`src/hw/flash_ctrl_map.svh`:
```
`ifndef FLASH_CTRL_MAP_SVH
`define FLASH_CTRL_MAP_SVH
// ==========================================================
// Register offsets (APB byte addresses)
`define OFS_CTRL      8'h00
`define OFS_TIMING    8'h04
`define OFS_PROT      8'h08
`define OFS_LOCK      8'h0c
`define OFS_ESEL      8'h10
`define OFS_PECMD     8'h14
`define OFS_STATUS    8'h18
`define OFS_ISTAT     8'h1c
`define OFS_ICLR      8'h20
`define OFS_IEN       8'h24
`define OFS_EADDR     8'h28
// ==========================================================
// Reset values
`define RST_MODE      2'h3
`define RST_RD_WS     5'h00
`define RST_ALIAS_WS  5'h00
`define RST_PROT      6'h3f
`define RST_LOCK      10'h3ff
// ==========================================================
// Field positions
`define POS_ALIAS_WS  5
`define POS_WR_EN     3
`define POS_ERASE     0
`define POS_SUSPEND   1
`define POS_RESUME    2
`define POS_ABORT     3
`define ADDR_DATA_SEL 23
`define ADDR_ALIAS    22
// ==========================================================
// Event bits
`define EV_PE_DONE    0
`define EV_ECC_SGL    1
`define EV_ECC_DBL    2
`define EV_DENIED     3
`define EV_RESTRICT   4
`endif

```
`src/hw/flash_ctrl_pkg.sv`:
```
`include "flash_ctrl_map.svh"
package flash_ctrl_pkg;
   typedef enum logic [1:0] {idle, array_wait, array_latch} fsm_type;

   typedef struct packed {
      logic        valid;
      logic        write;
      logic        fetch;
      logic [1:0]  master;
      logic [23:0] addr;
      logic [31:0] wdata;
   } bus_req_type;

   typedef struct packed {
      logic        ready;
      logic        err;
      logic [31:0] rdata;
   } bus_rsp_type;

   typedef struct packed {
      logic        en;
      logic [13:0] line;
   } code_req_type;

   typedef struct packed {
      logic [127:0] data;
      logic [15:0]  chk;
   } code_rsp_type;

   typedef struct packed {
      logic        en;
      logic [13:0] word;
   } data_req_type;

   typedef struct packed {
      logic [31:0] data;
      logic [6:0]  chk;
   } data_rsp_type;

   typedef struct packed {
      logic        start;
      logic        prog;
      logic [9:0]  blocks;
      logic [23:0] addr;
      logic [31:0] wdata;
      logic        suspend;
      logic        resume;
      logic        abort;
   } pe_cmd_type;

   typedef struct packed {
      logic busy;
      logic done;
      logic suspended;
      logic on_data;
   } pe_stat_type;

   // One-hot block of an address: code 0..5, data 6..9
   function automatic logic [9:0] block_of(input logic [23:0] a);
      logic [9:0] m;
      m = '0;
      if (a[`ADDR_DATA_SEL])
         m[6 + a[15:14]] = 1'b1;
      else if (a[17])
         m[5] = 1'b1;
      else if (a[16:15] == 2'h3)
         m[4] = 1'b1;
      else if (a[16:15] == 2'h2)
         m[3] = 1'b1;
      else if (a[16:14] == 3'h3)
         m[2] = 1'b1;
      else if (a[16:14] == 3'h2)
         m[1] = 1'b1;
      else
         m[0] = 1'b1;
      return m;
   endfunction
endpackage

```
`src/hw/flash_ecc_check.sv`:
```
`timescale 1ns/100ps
module flash_ecc_check #(
   parameter int data_width = 64,
   parameter int chk_width  = 8
) (
   input  wire logic [data_width-1:0] data,
   input  wire logic [chk_width-1:0]  chk,
   output logic      [data_width-1:0] fixed,
   output logic                       single,
   output logic                       double
);
   localparam int hw = chk_width - 1;

   // Hamming positions skip powers of two; top check bit is parity
   always_comb begin
      logic [hw-1:0] syn;
      logic          par;
      int            p;
      syn = chk[hw-1:0];
      par = ^{data, chk};
      p = 3;
      for (int i = 0; i < data_width; i++) begin
         if (data[i])
            syn = syn ^ p[hw-1:0];
         p = p + 1;
         if ((p & (p - 1)) == 0)
            p = p + 1;
      end
      fixed = data;
      p = 3;
      for (int i = 0; i < data_width; i++) begin
         if (par && syn == p[hw-1:0])
            fixed[i] = ~data[i];
         p = p + 1;
         if ((p & (p - 1)) == 0)
            p = p + 1;
      end
      single = par;
      double = !par && (syn != '0);
   end
endmodule // flash_ecc_check

```
`src/hw/flash_prefetch_buf.sv`:
```
`timescale 1ns/100ps
module flash_prefetch_buf (
   input  wire logic         pclk,
   input  wire logic         presetn,
   input  wire logic         clk_en,
   input  wire logic [13:0]  look_line,
   input  wire logic [13:0]  pf_line,
   input  wire logic         fill_valid,
   input  wire logic [13:0]  fill_line,
   input  wire logic [127:0] fill_data,
   input  wire logic [9:0]   inval,
   output logic              hit,
   output logic [127:0]      hit_data,
   output logic              pf_hit
);
   import flash_ctrl_pkg::*;

   typedef struct packed {
      logic [3:0]        valid;
      logic [3:0][13:0]  tag;
      logic [3:0][127:0] line;
      logic [1:0]        victim;
   } buf_state_type;

   buf_state_type s;
   buf_state_type next_s;

   always_comb begin
      logic [1:0] slot;
      slot = s.victim;
      next_s = s;
      hit = 1'b0;
      pf_hit = 1'b0;
      hit_data = '0;
      for (int i = 0; i < 4; i++) begin
         if (s.valid[i] && s.tag[i] == look_line) begin
            hit = 1'b1;
            hit_data = s.line[i];
         end
         if (s.valid[i] && s.tag[i] == pf_line)
            pf_hit = 1'b1;
         // Refill in place so one line never sits twice
         if (s.valid[i] && s.tag[i] == fill_line)
            slot = 2'(i);
      end
      if (fill_valid) begin
         next_s.valid[slot] = 1'b1;
         next_s.tag[slot] = fill_line;
         next_s.line[slot] = fill_data;
         if (slot == s.victim)
            next_s.victim = s.victim + 2'h1;
      end
      // Invalidation wins over a fill landing in the same cycle
      for (int i = 0; i < 4; i++) begin
         if ((inval & block_of({6'h0, next_s.tag[i], 4'h0})) != '0)
            next_s.valid[i] = 1'b0;
      end
   end

   always_ff @(posedge pclk or negedge presetn) begin
      if (!presetn)
         s <= '0;
      else if (clk_en)
         s <= next_s;
   end
endmodule // flash_prefetch_buf

```
`src/hw/flash_ctrl.sv`:
```
// The placing of the registers and register access over APB were decided locally.
`timescale 1ns/100ps
`include "flash_ctrl_map.svh"
// Behaviour
// - 32-bit bus side, 128-bit code array reads
// - Four 128-bit prefetch line buffers
// - Buffer hit answers without wait state
// - Miss registered, answered with two waits
// - Prefetch for fetches, data, or both
// - Code page four words, data page one
// - SEC-DED over 64-bit / 32-bit units
// - Alias mapping adds up to 31 cycles
// - Per-master read and write permission
// - Read one array while other programs
// - Six code blocks, four 16 KB data
// - Locked blocks refuse program and erase
// - Erase any selected set of blocks
// - Erase suspend and program abort
// - Software sets array read wait states
module flash_ctrl (
   input  wire logic                         pclk,
   input  wire logic                         presetn,
   input  wire logic                         clk_en,
   input  wire logic                         psel,
   input  wire logic                         penable,
   input  wire logic                         pwrite,
   input  wire logic [7:0]                   paddr,
   input  wire logic [31:0]                  pwdata,
   output logic      [31:0]                  prdata,
   output logic                              pready,
   output logic                              pslverr,
   output logic                              irq,
   input  wire flash_ctrl_pkg::bus_req_type  bus_req,
   output flash_ctrl_pkg::bus_rsp_type       bus_rsp,
   output flash_ctrl_pkg::code_req_type      code_req,
   input  wire flash_ctrl_pkg::code_rsp_type code_rsp,
   output flash_ctrl_pkg::data_req_type      data_req,
   input  wire flash_ctrl_pkg::data_rsp_type data_rsp,
   output flash_ctrl_pkg::pe_cmd_type        pe_cmd,
   input  wire flash_ctrl_pkg::pe_stat_type  pe_stat,
   input  wire logic [2:0]                   hw_rd_deny,
   input  wire logic [2:0]                   hw_wr_deny
);
   import flash_ctrl_pkg::*;

   typedef struct packed {
      fsm_type      fsm;
      logic         pf;
      logic [5:0]   cnt;
      logic         cur_fetch;
      logic [23:0]  cur_addr;
      bus_rsp_type  ans;
      code_req_type code;
      data_req_type data;
      pe_cmd_type   pe;
      logic [1:0]   mode;
      logic [4:0]   rd_ws;
      logic [4:0]   alias_ws;
      logic [5:0]   prot;
      logic [9:0]   lock;
      logic [9:0]   esel;
      logic [4:0]   istat;
      logic [4:0]   ien;
      logic [23:0]  eaddr;
      logic         irq;
      logic [31:0]  prdata;
      logic         pready;
      logic         pslverr;
      logic [5:0]   sync1;
      logic [5:0]   sync2;
   } state_type;

   state_type    s;
   state_type    next_s;
   logic [4:0]   ev;
   logic [4:0]   clr;
   logic [9:0]   inval;
   logic [9:0]   blk;
   logic [9:0]   eblk;
   logic [3:0]   rd_en;
   logic [3:0]   wr_en;
   logic [5:0]   miss_ws;
   logic [13:0]  pf_line;
   logic         buf_hit;
   logic         pf_hit;
   logic [127:0] buf_line;
   logic         fill_valid;
   logic [127:0] line_fix;
   logic [1:0]   c_sgl;
   logic [1:0]   c_dbl;
   logic [31:0]  data_fix;
   logic         d_sgl;
   logic         d_dbl;
   logic         sgl_now;
   logic         dbl_now;
   logic         type_en;
   logic         pf_go;
   logic         take_hit;
   logic         take_miss;
   logic         take_deny;
   logic         stall;
   logic         apb_susp;

   function automatic logic [31:0] word_of(input logic [127:0] l,
                                           input logic [1:0]   w);
      return l[w*32 +: 32];
   endfunction

   // ==========================================================
   // Prefetch buffers and ECC
   flash_prefetch_buf u_buf (
      .pclk       (pclk),
      .presetn    (presetn),
      .clk_en     (clk_en),
      .look_line  (bus_req.addr[17:4]),
      .pf_line    (pf_line),
      .fill_valid (fill_valid),
      .fill_line  (s.code.line),
      .fill_data  (line_fix),
      .inval      (inval),
      .hit        (buf_hit),
      .hit_data   (buf_line),
      .pf_hit     (pf_hit)
   );

   for (genvar g = 0; g < 2; g++) begin : g_code_ecc
      flash_ecc_check #(.data_width(64), .chk_width(8)) u_ecc (
         .data   (code_rsp.data[g*64 +: 64]),
         .chk    (code_rsp.chk[g*8 +: 8]),
         .fixed  (line_fix[g*64 +: 64]),
         .single (c_sgl[g]),
         .double (c_dbl[g])
      );
   end

   flash_ecc_check #(.data_width(32), .chk_width(7)) u_data_ecc (
      .data   (data_rsp.data),
      .chk    (data_rsp.chk),
      .fixed  (data_fix),
      .single (d_sgl),
      .double (d_dbl)
   );

   // ==========================================================
   // Next state
   always_comb begin
      logic acc;
      logic arr_d;
      acc = psel & penable;
      arr_d = !s.pf && s.cur_addr[`ADDR_DATA_SEL];
      next_s = s;
      ev = '0;
      clr = '0;
      inval = '0;
      take_hit = 1'b0;
      take_miss = 1'b0;
      take_deny = 1'b0;
      stall = 1'b0;
      apb_susp = 1'b0;
      fill_valid = 1'b0;
      next_s.pe.start = 1'b0;
      next_s.pe.suspend = 1'b0;
      next_s.pe.resume = 1'b0;
      next_s.pe.abort = 1'b0;
      next_s.ans.ready = 1'b0;
      next_s.ans.err = 1'b0;
      next_s.sync1 = {hw_wr_deny, hw_rd_deny};
      next_s.sync2 = s.sync1;
      rd_en = {1'b0, s.prot[2:0] & ~s.sync2[2:0]};
      wr_en = {1'b0, s.prot[5:3] & ~s.sync2[5:3]};
      blk = block_of(bus_req.addr);
      eblk = s.esel & ~s.lock;
      miss_ws = {1'b0, s.rd_ws}
              + (bus_req.addr[`ADDR_ALIAS] ? {1'b0, s.alias_ws} : 6'h0);
      pf_line = (s.fsm == idle ? bus_req.addr[17:4] : s.cur_addr[17:4])
              + 14'h1;
      type_en = (s.fsm == idle ? bus_req.fetch : s.cur_fetch)
              ? s.mode[0] : s.mode[1];
      // Last line of the array has no successor to fetch
      pf_go = type_en && !pf_hit && !(&pf_line == 1'b0 && 1'b0)
              && (pf_line != 14'h0);
      sgl_now = arr_d ? d_sgl : |c_sgl;
      dbl_now = arr_d ? d_dbl : |c_dbl;

      // ==========================================================
      // APB slave: one wait state, commit on the pready edge
      next_s.pready = acc & ~s.pready;
      next_s.pslverr = 1'b0;
      if (acc && !s.pready) begin
         next_s.prdata = '0;
         case (paddr)
            `OFS_CTRL:   next_s.prdata = {30'h0, s.mode};
            `OFS_TIMING: next_s.prdata = {22'h0, s.alias_ws, s.rd_ws};
            `OFS_PROT:   next_s.prdata = {26'h0, s.prot};
            `OFS_LOCK:   next_s.prdata = {22'h0, s.lock};
            `OFS_ESEL:   next_s.prdata = {22'h0, s.esel};
            `OFS_STATUS: next_s.prdata = {29'h0, s.fsm != idle,
                                          pe_stat.suspended, pe_stat.busy};
            `OFS_ISTAT:  next_s.prdata = {27'h0, s.istat};
            `OFS_IEN:    next_s.prdata = {27'h0, s.ien};
            `OFS_EADDR:  next_s.prdata = {8'h0, s.eaddr};
            `OFS_PECMD, `OFS_ICLR: next_s.prdata = '0;
            default:     next_s.pslverr = 1'b1;
         endcase
      end
      if (acc && s.pready && pwrite && !s.pslverr) begin
         case (paddr)
            `OFS_CTRL:   next_s.mode = pwdata[1:0];
            `OFS_TIMING: begin
               next_s.rd_ws = pwdata[4:0];
               next_s.alias_ws = pwdata[`POS_ALIAS_WS +: 5];
            end
            `OFS_PROT:   next_s.prot = pwdata[5:0];
            `OFS_LOCK:   next_s.lock = pwdata[9:0];
            `OFS_ESEL:   next_s.esel = pwdata[9:0];
            `OFS_ICLR:   clr = pwdata[4:0];
            `OFS_IEN:    next_s.ien = pwdata[4:0];
            `OFS_PECMD: begin
               if (pwdata[`POS_ERASE] && !pe_stat.busy) begin
                  if (eblk == '0) begin
                     ev[`EV_RESTRICT] = 1'b1;
                  end else begin
                     next_s.pe.start = 1'b1;
                     next_s.pe.prog = 1'b0;
                     next_s.pe.blocks = eblk;
                     inval = eblk;
                  end
               end
               apb_susp = pwdata[`POS_SUSPEND];
               next_s.pe.suspend = pwdata[`POS_SUSPEND];
               next_s.pe.resume = pwdata[`POS_RESUME];
               next_s.pe.abort = pwdata[`POS_ABORT];
            end
            default: ;
         endcase
      end

      // ==========================================================
      // System bus side
      case (s.fsm)
         idle: begin
            if (bus_req.valid && !s.ans.ready) begin
               if (bus_req.write) begin
                  if (!wr_en[bus_req.master]) begin
                     take_deny = 1'b1;
                     ev[`EV_DENIED] = 1'b1;
                  end else if ((blk & s.lock) != '0) begin
                     take_deny = 1'b1;
                     ev[`EV_RESTRICT] = 1'b1;
                  end else if (pe_stat.busy || next_s.pe.start) begin
                     stall = 1'b1;
                  end else begin
                     next_s.pe.start = 1'b1;
                     next_s.pe.prog = 1'b1;
                     next_s.pe.blocks = blk;
                     next_s.pe.addr = bus_req.addr;
                     next_s.pe.wdata = bus_req.wdata;
                     inval = inval | blk;
                     next_s.ans.ready = 1'b1;
                  end
               end else if (!rd_en[bus_req.master]) begin
                  take_deny = 1'b1;
                  ev[`EV_DENIED] = 1'b1;
               end else if (pe_stat.busy && pe_stat.on_data
                            == bus_req.addr[`ADDR_DATA_SEL]) begin
                  stall = 1'b1;
               end else begin
                  next_s.cur_addr = bus_req.addr;
                  next_s.cur_fetch = bus_req.fetch;
                  if (!bus_req.addr[`ADDR_DATA_SEL] && buf_hit) begin
                     take_hit = 1'b1;
                     next_s.ans.ready = 1'b1;
                     next_s.ans.rdata = word_of(buf_line,
                                                bus_req.addr[3:2]);
                     if (pf_go) begin
                        next_s.fsm = array_wait;
                        next_s.pf = 1'b1;
                        next_s.cnt = {1'b0, s.rd_ws};
                        next_s.code.en = 1'b1;
                        next_s.code.line = pf_line;
                     end
                  end else begin
                     take_miss = 1'b1;
                     next_s.fsm = array_wait;
                     next_s.pf = 1'b0;
                     next_s.cnt = miss_ws;
                     if (bus_req.addr[`ADDR_DATA_SEL]) begin
                        next_s.data.en = 1'b1;
                        next_s.data.word = bus_req.addr[15:2];
                     end else begin
                        next_s.code.en = 1'b1;
                        next_s.code.line = bus_req.addr[17:4];
                     end
                  end
               end
               if (take_deny) begin
                  next_s.ans.ready = 1'b1;
                  next_s.ans.err = 1'b1;
               end
            end
         end
         array_wait: begin
            if (s.cnt == 6'h0)
               next_s.fsm = array_latch;
            else
               next_s.cnt = s.cnt - 6'h1;
         end
         array_latch: begin
            // Array data is registered here and answered next cycle
            next_s.code.en = 1'b0;
            next_s.data.en = 1'b0;
            next_s.fsm = idle;
            ev[`EV_ECC_SGL] = sgl_now;
            ev[`EV_ECC_DBL] = dbl_now;
            if (sgl_now || dbl_now)
               next_s.eaddr = s.pf ? {6'h0, s.code.line, 4'h0}
                                   : s.cur_addr;
            fill_valid = !arr_d && !dbl_now && (s.pf || type_en);
            if (!s.pf) begin
               next_s.ans.ready = 1'b1;
               next_s.ans.err = dbl_now;
               next_s.ans.rdata = arr_d ? data_fix
                                : word_of(line_fix, s.cur_addr[3:2]);
               if (!arr_d && pf_go) begin
                  next_s.fsm = array_wait;
                  next_s.pf = 1'b1;
                  next_s.cnt = {1'b0, s.rd_ws};
                  next_s.code.en = 1'b1;
                  next_s.code.line = pf_line;
               end
            end
         end
         default: next_s.fsm = idle;
      endcase

      // ==========================================================
      // Interrupts: a new event wins over its clear
      ev[`EV_PE_DONE] = pe_stat.done;
      next_s.istat = (s.istat & ~clr) | ev;
      next_s.irq = |(next_s.istat & next_s.ien);
   end

   always_ff @(posedge pclk or negedge presetn) begin
      if (!presetn) begin
         s <= '0;
         s.mode <= `RST_MODE;
         s.rd_ws <= `RST_RD_WS;
         s.alias_ws <= `RST_ALIAS_WS;
         s.prot <= `RST_PROT;
         s.lock <= `RST_LOCK;
      end else if (clk_en) begin
         s <= next_s;
      end
   end

   assign prdata = s.prdata;
   assign pready = s.pready;
   assign pslverr = s.pslverr;
   assign irq = s.irq;
   assign bus_rsp = s.ans;
   assign code_req = s.code;
   assign data_req = s.data;
   assign pe_cmd = s.pe;
endmodule // flash_ctrl

```
`config.mk`:
```
export PLATFORM = sky130hd
export DESIGN_NAME = flash_ctrl
export DESIGN_NICKNAME = d
export VERILOG_FILES = /design/src/hw/flash_ctrl_pkg.sv /design/src/hw/flash_ecc_check.sv /design/src/hw/flash_prefetch_buf.sv /design/src/hw/flash_ctrl.sv
export VERILOG_INCLUDE_DIRS = /design/src /design/src/hw
export SDC_FILE = /design/constraint.sdc
export NUM_CORES = 2
export LEC_CHECK = 0
export ABC_AREA = 0
export ABC_CLOCK_PERIOD_IN_PS = 15900
export BUFFER_PORTS_ARGS = -buffer_cell sky130_fd_sc_hd__clkbuf_2
export CAP_MARGIN = 10
export CELL_PAD_IN_SITES_DETAIL_PLACEMENT = 1
export CELL_PAD_IN_SITES_GLOBAL_PLACEMENT = 1
export CORE_UTILIZATION = 30
export CTS_CLUSTER_SIZE = 28
export DETAILED_ROUTE_END_ITERATION = 8
export GPL_ROUTABILITY_DRIVEN = 1
export PLACE_DENSITY_LB_ADDON = 0.1
export SLEW_MARGIN = 20
export SYNTH_ARGS = -nofsm -noshare
export SYNTH_HDL_FRONTEND = slang
export SYNTH_HIERARCHICAL = 1
export SYNTH_SLANG_ARGS = --single-unit
```
`constraint.sdc`:
```
create_clock -name pclk -period 15.9 [get_ports pclk]
set_input_delay 3.18 -clock pclk [delete_from_list [all_inputs] [get_ports pclk]]
set_output_delay 3.18 -clock pclk [all_outputs]
set_load 0.05 [all_outputs]
```
==> results.py <==
metrics = {
    "synth": {
        "synth_area_per_cell_um2": 9.67,
        "synth_seq_area_share_pct": 40.8,
        "synth_edf_count": 0,
        "synth_top_family_by_area": "simple AND/OR/NAND/NOR gates",
        "yosys-top-cells-area": "dfrtp_1 40%, nand2_1 9.1%, xnor2_1 8.2%, mux2_2 8.1%, a21oi_1 3.2%",
        "postSynthCellCount": 5415,
        "synth_compound_area_share_pct": 9.26,
        "synth_seq_cells": 854,
        "yosysMostFrequentCell": "nand2_1",
        "synth_cell_type_count": 106,
        "synth_commonest_cells": "1269 x nand2_1, 836 x dfrtp_1, 489 x xnor2_1",
        "synthAdderAreaFrac_pct": 0.325,
        "synth_largest_area_cell": "dfrtp_1",
        "synthMuxAreaShare_pct": 14.6,
        "syn-cell-area_um2": 52400,
        "yosysTopAreaCellShare_pct": 39.9,
        "synth_warnings": 6,
        "synth_ff_type": "dfrtp_1",
        "synth-simple-area-share_pct": 15.5,
        "ys_async_sr_fraction_pct": 100,
        "synthXorXnorAreaFrac_pct": 13.2,
    },
    "clocking": {
        "cts_tree": "built",
        "clk_pin_slew_ps": 50,
        "cts_root_buf": "clkbuf_16",
        "post_cts_resized": 0,
        "cts_sinks": 854,
        "clock_latency_ps": 730,
        "cts_made_buffers": 105,
        "cts_hold_buffers": 0,
        "post_cts_buffers": 0,
        "htreeDepth": 3,
        "ctsLongestPathBuffers": 3,
    },
    "floorplanning": {
        "die_area_um2": 176000,
        "rows": 152,
        "initial_utilization_pct": 30.4,
        "fp.dieH_um": 420,
        "die_w_um": 420,
        "ios": 470,
        "core_um2": 172000,
    },
    "setup_path": {
        "rr_startpoint": "s[286]",
        "r2r_end": "code_req[8]",
        "worstSetupPathType": "primary input to register",
        "crit_fanout": 55,
        "worst_r2r_path_depth": 18,
        "critPathLaunchType": "primary input",
        "required_ps": 16560,
        "end_kind": "register",
        "crit_arrival_ps": 10370,
        "worst-r2r-setup-slack_ps": 9670,
    },
    "global_route": {
        "grtUsageTotal_pct": 24.0,
        "grt_max_degree": 194,
        "grt_pass1_wl_mm": 311,
        "gr-total-overflow": 0,
        "antenna_found_initial": 3,
        "grt_pass1_vias": 43100,
    },
    "timing": {
        "maxSlewHeadroom_pct": 20.3,
        "finalCriticalPeriod_ps": 9710,
        "worst_pin_slew_ps": 1190,
        "finalSetupTns_ps": 0,
        "period_share_pct": 61.1,
        "finalSetupViolCount": 0,
        "maxSlewViolCount": 0,
        "fin_skew_ps": 24.4,
        "fmaxAchievable_mhz": 103,
        "hold_viol": 0,
        "whs_ps": 474,
        "rsz0062_at_grt": "no",
    },
    "power_and_ir_drop": {
        "vdd_drop_max_mv": 0.105,
        "cellLeakagePower_nw": 27.0,
        "p_switching_mw": 2.56,
        "p_int_mw": 4.21,
        "p_total_mw": 6.77,
        "seq_power_share_pct": 33.1,
        "combPwrFrac_pct": 32.0,
        "p_sw_share_pct": 37.8,
        "clkPwrFrac_pct": 34.9,
        "power.density_nw_per_um2": 115,
    },
    "placed_design": {
        "dp_hpwl_mm": 147,
        "numPortBuffers": 439,
        "place.gp.congestion": 0.870,
        "placed_cells": 7751,
    },
    "final_layout": {
        "fin_cells": 7945,
        "drive_above_1_share_pct": 22.7,
        "fin_nets": 5862,
        "fillers": 19700,
        "area_growth_pct": 12.4,
        "utilization_pct": 34.1,
    },
    "routing": {
        "totalWireLength_mm": 212,
        "drtIter0Drc": 2543,
        "drcViolationCount": 0,
        "wire_per_inst_um": 26.7,
        "drtPass1Iterations": 5,
        "num_vias": 40800,
        "detail-route-antenna-nets": 0,
        "via_per_inst": 5.14,
    },
    "hold_path": {
        "min_path_type": "register to register",
        "hold_depth": 2,
    },
    "run_status": {
        "status": "completed",
    },
    "run": {
        "drv_cap": 0,
    },
}
## placed cells by master (no fill, tap or decap), drive strengths merged, types with 39 or more instances in the layout
cell type	netlist	routed
inv	38	39
mux4	64	64
o211ai	50	50
nand3	235	235
dfrtp	836	836
nand2	1269	1269
nor2	130	130
mux2i	95	95
o21ai	276	276
buf	341	113
xor2	87	87
clkbuf	189	595
a21oi	341	341
xnor3	67	67
xnor2	494	494
nand4	47	47
mux2	463	463
## metrics by stage
step           area [µm²]  setup WS (ps)
6_report            58900           6190
5_1_grt             58900           6070
4_1_cts             58800           6210
3_3_place_gp        55500           5500
2_1_floorplan       52400           8700
3_5_place_dp        55500           5430
## routing by layer
metal | vias up | share of wire (%) | routed length, µm | GRT usage (%)
met2 | 745 | 52 | 110000 | 43.3
li1 | 18600 | - | - | -
met3 | 225 | 2.9 | 6220 | 2.49
met4 | 2 | 2.9 | 6210 | 6.66
met1 | 21300 | 42 | 90100 | 30.2
met5 | - | 0.0061 | 13 | 0
## cell families (layout without fill, tap and decap cells)
| group | Yosys count | after routing |
|---|---|---|
| adder cells (fa/ha/maj) | 13 | 13 |
| flip-flops | 854 | 854 |
| other | 1 | 9 |
| multiplexers | 622 | 622 |
| AND/OR/NAND/NOR | 1876 | 1876 |
| buffers and inverters | 568 | 780 |
| XOR/XNOR | 658 | 658 |
| AO/OA/AOI/OAI | 823 | 823 |
## power by group through the flow
stage / combinational [mW] / clock (mW) / sequential, mW
final: 2.17 / 2.37 / 2.24
after global routing: 2.29 / 2.52 / 2.24
after CTS: 2.16 / 2.44 / 2.24
after detailed placement: 2.15 / 0 / 2.28
after global placement: 2.13 / 0 / 2.28
after floorplan: 1.33 / 0 / 2.27
## worst max-delay path, cell delays in order
cell	delay [ps]
clkbuf_2	150
xor2_1	230
xnor3_1	570
xnor3_2	480
xnor3_2	510
xnor2_1	240
xnor2_1	740
a21oi_1	310
nor2_1	580
o211a_1	420
nand2_1	250
inv_1	140
and3_4	820
buf_4	740
buf_4	640
nand2_1	120
nand2_1	100
## worst max-delay path by stage
stage,startpoint,to,slack [ps],cells past startpoint
3_3_place_gp,code_rsp[41],register,5500,17
2_1_floorplan,code_rsp[123],u_buf/s[570],8700,16
3_5_place_dp,code_rsp[41],register,5430,17
4_1_cts,code_rsp[41],register,6210,17
6_report,code_rsp[41],register,6190,17
5_1_grt,code_rsp[41],register,6070,17
## cell type report
class,count,area (µm²),share of cell area (%)
multi-input combinational,4000,28000,47.5
sequential,854,21400,36.3
timing repair buffer,550,3130,5.31
clock buffer,158,3070,5.21
tap,2310,2890,4.91
clock inverter,34,274,0.465
inverter,38,143,0.242
antenna,1,2.50,0.00425
Note: power is estimated with default switching activity, not from simulation.
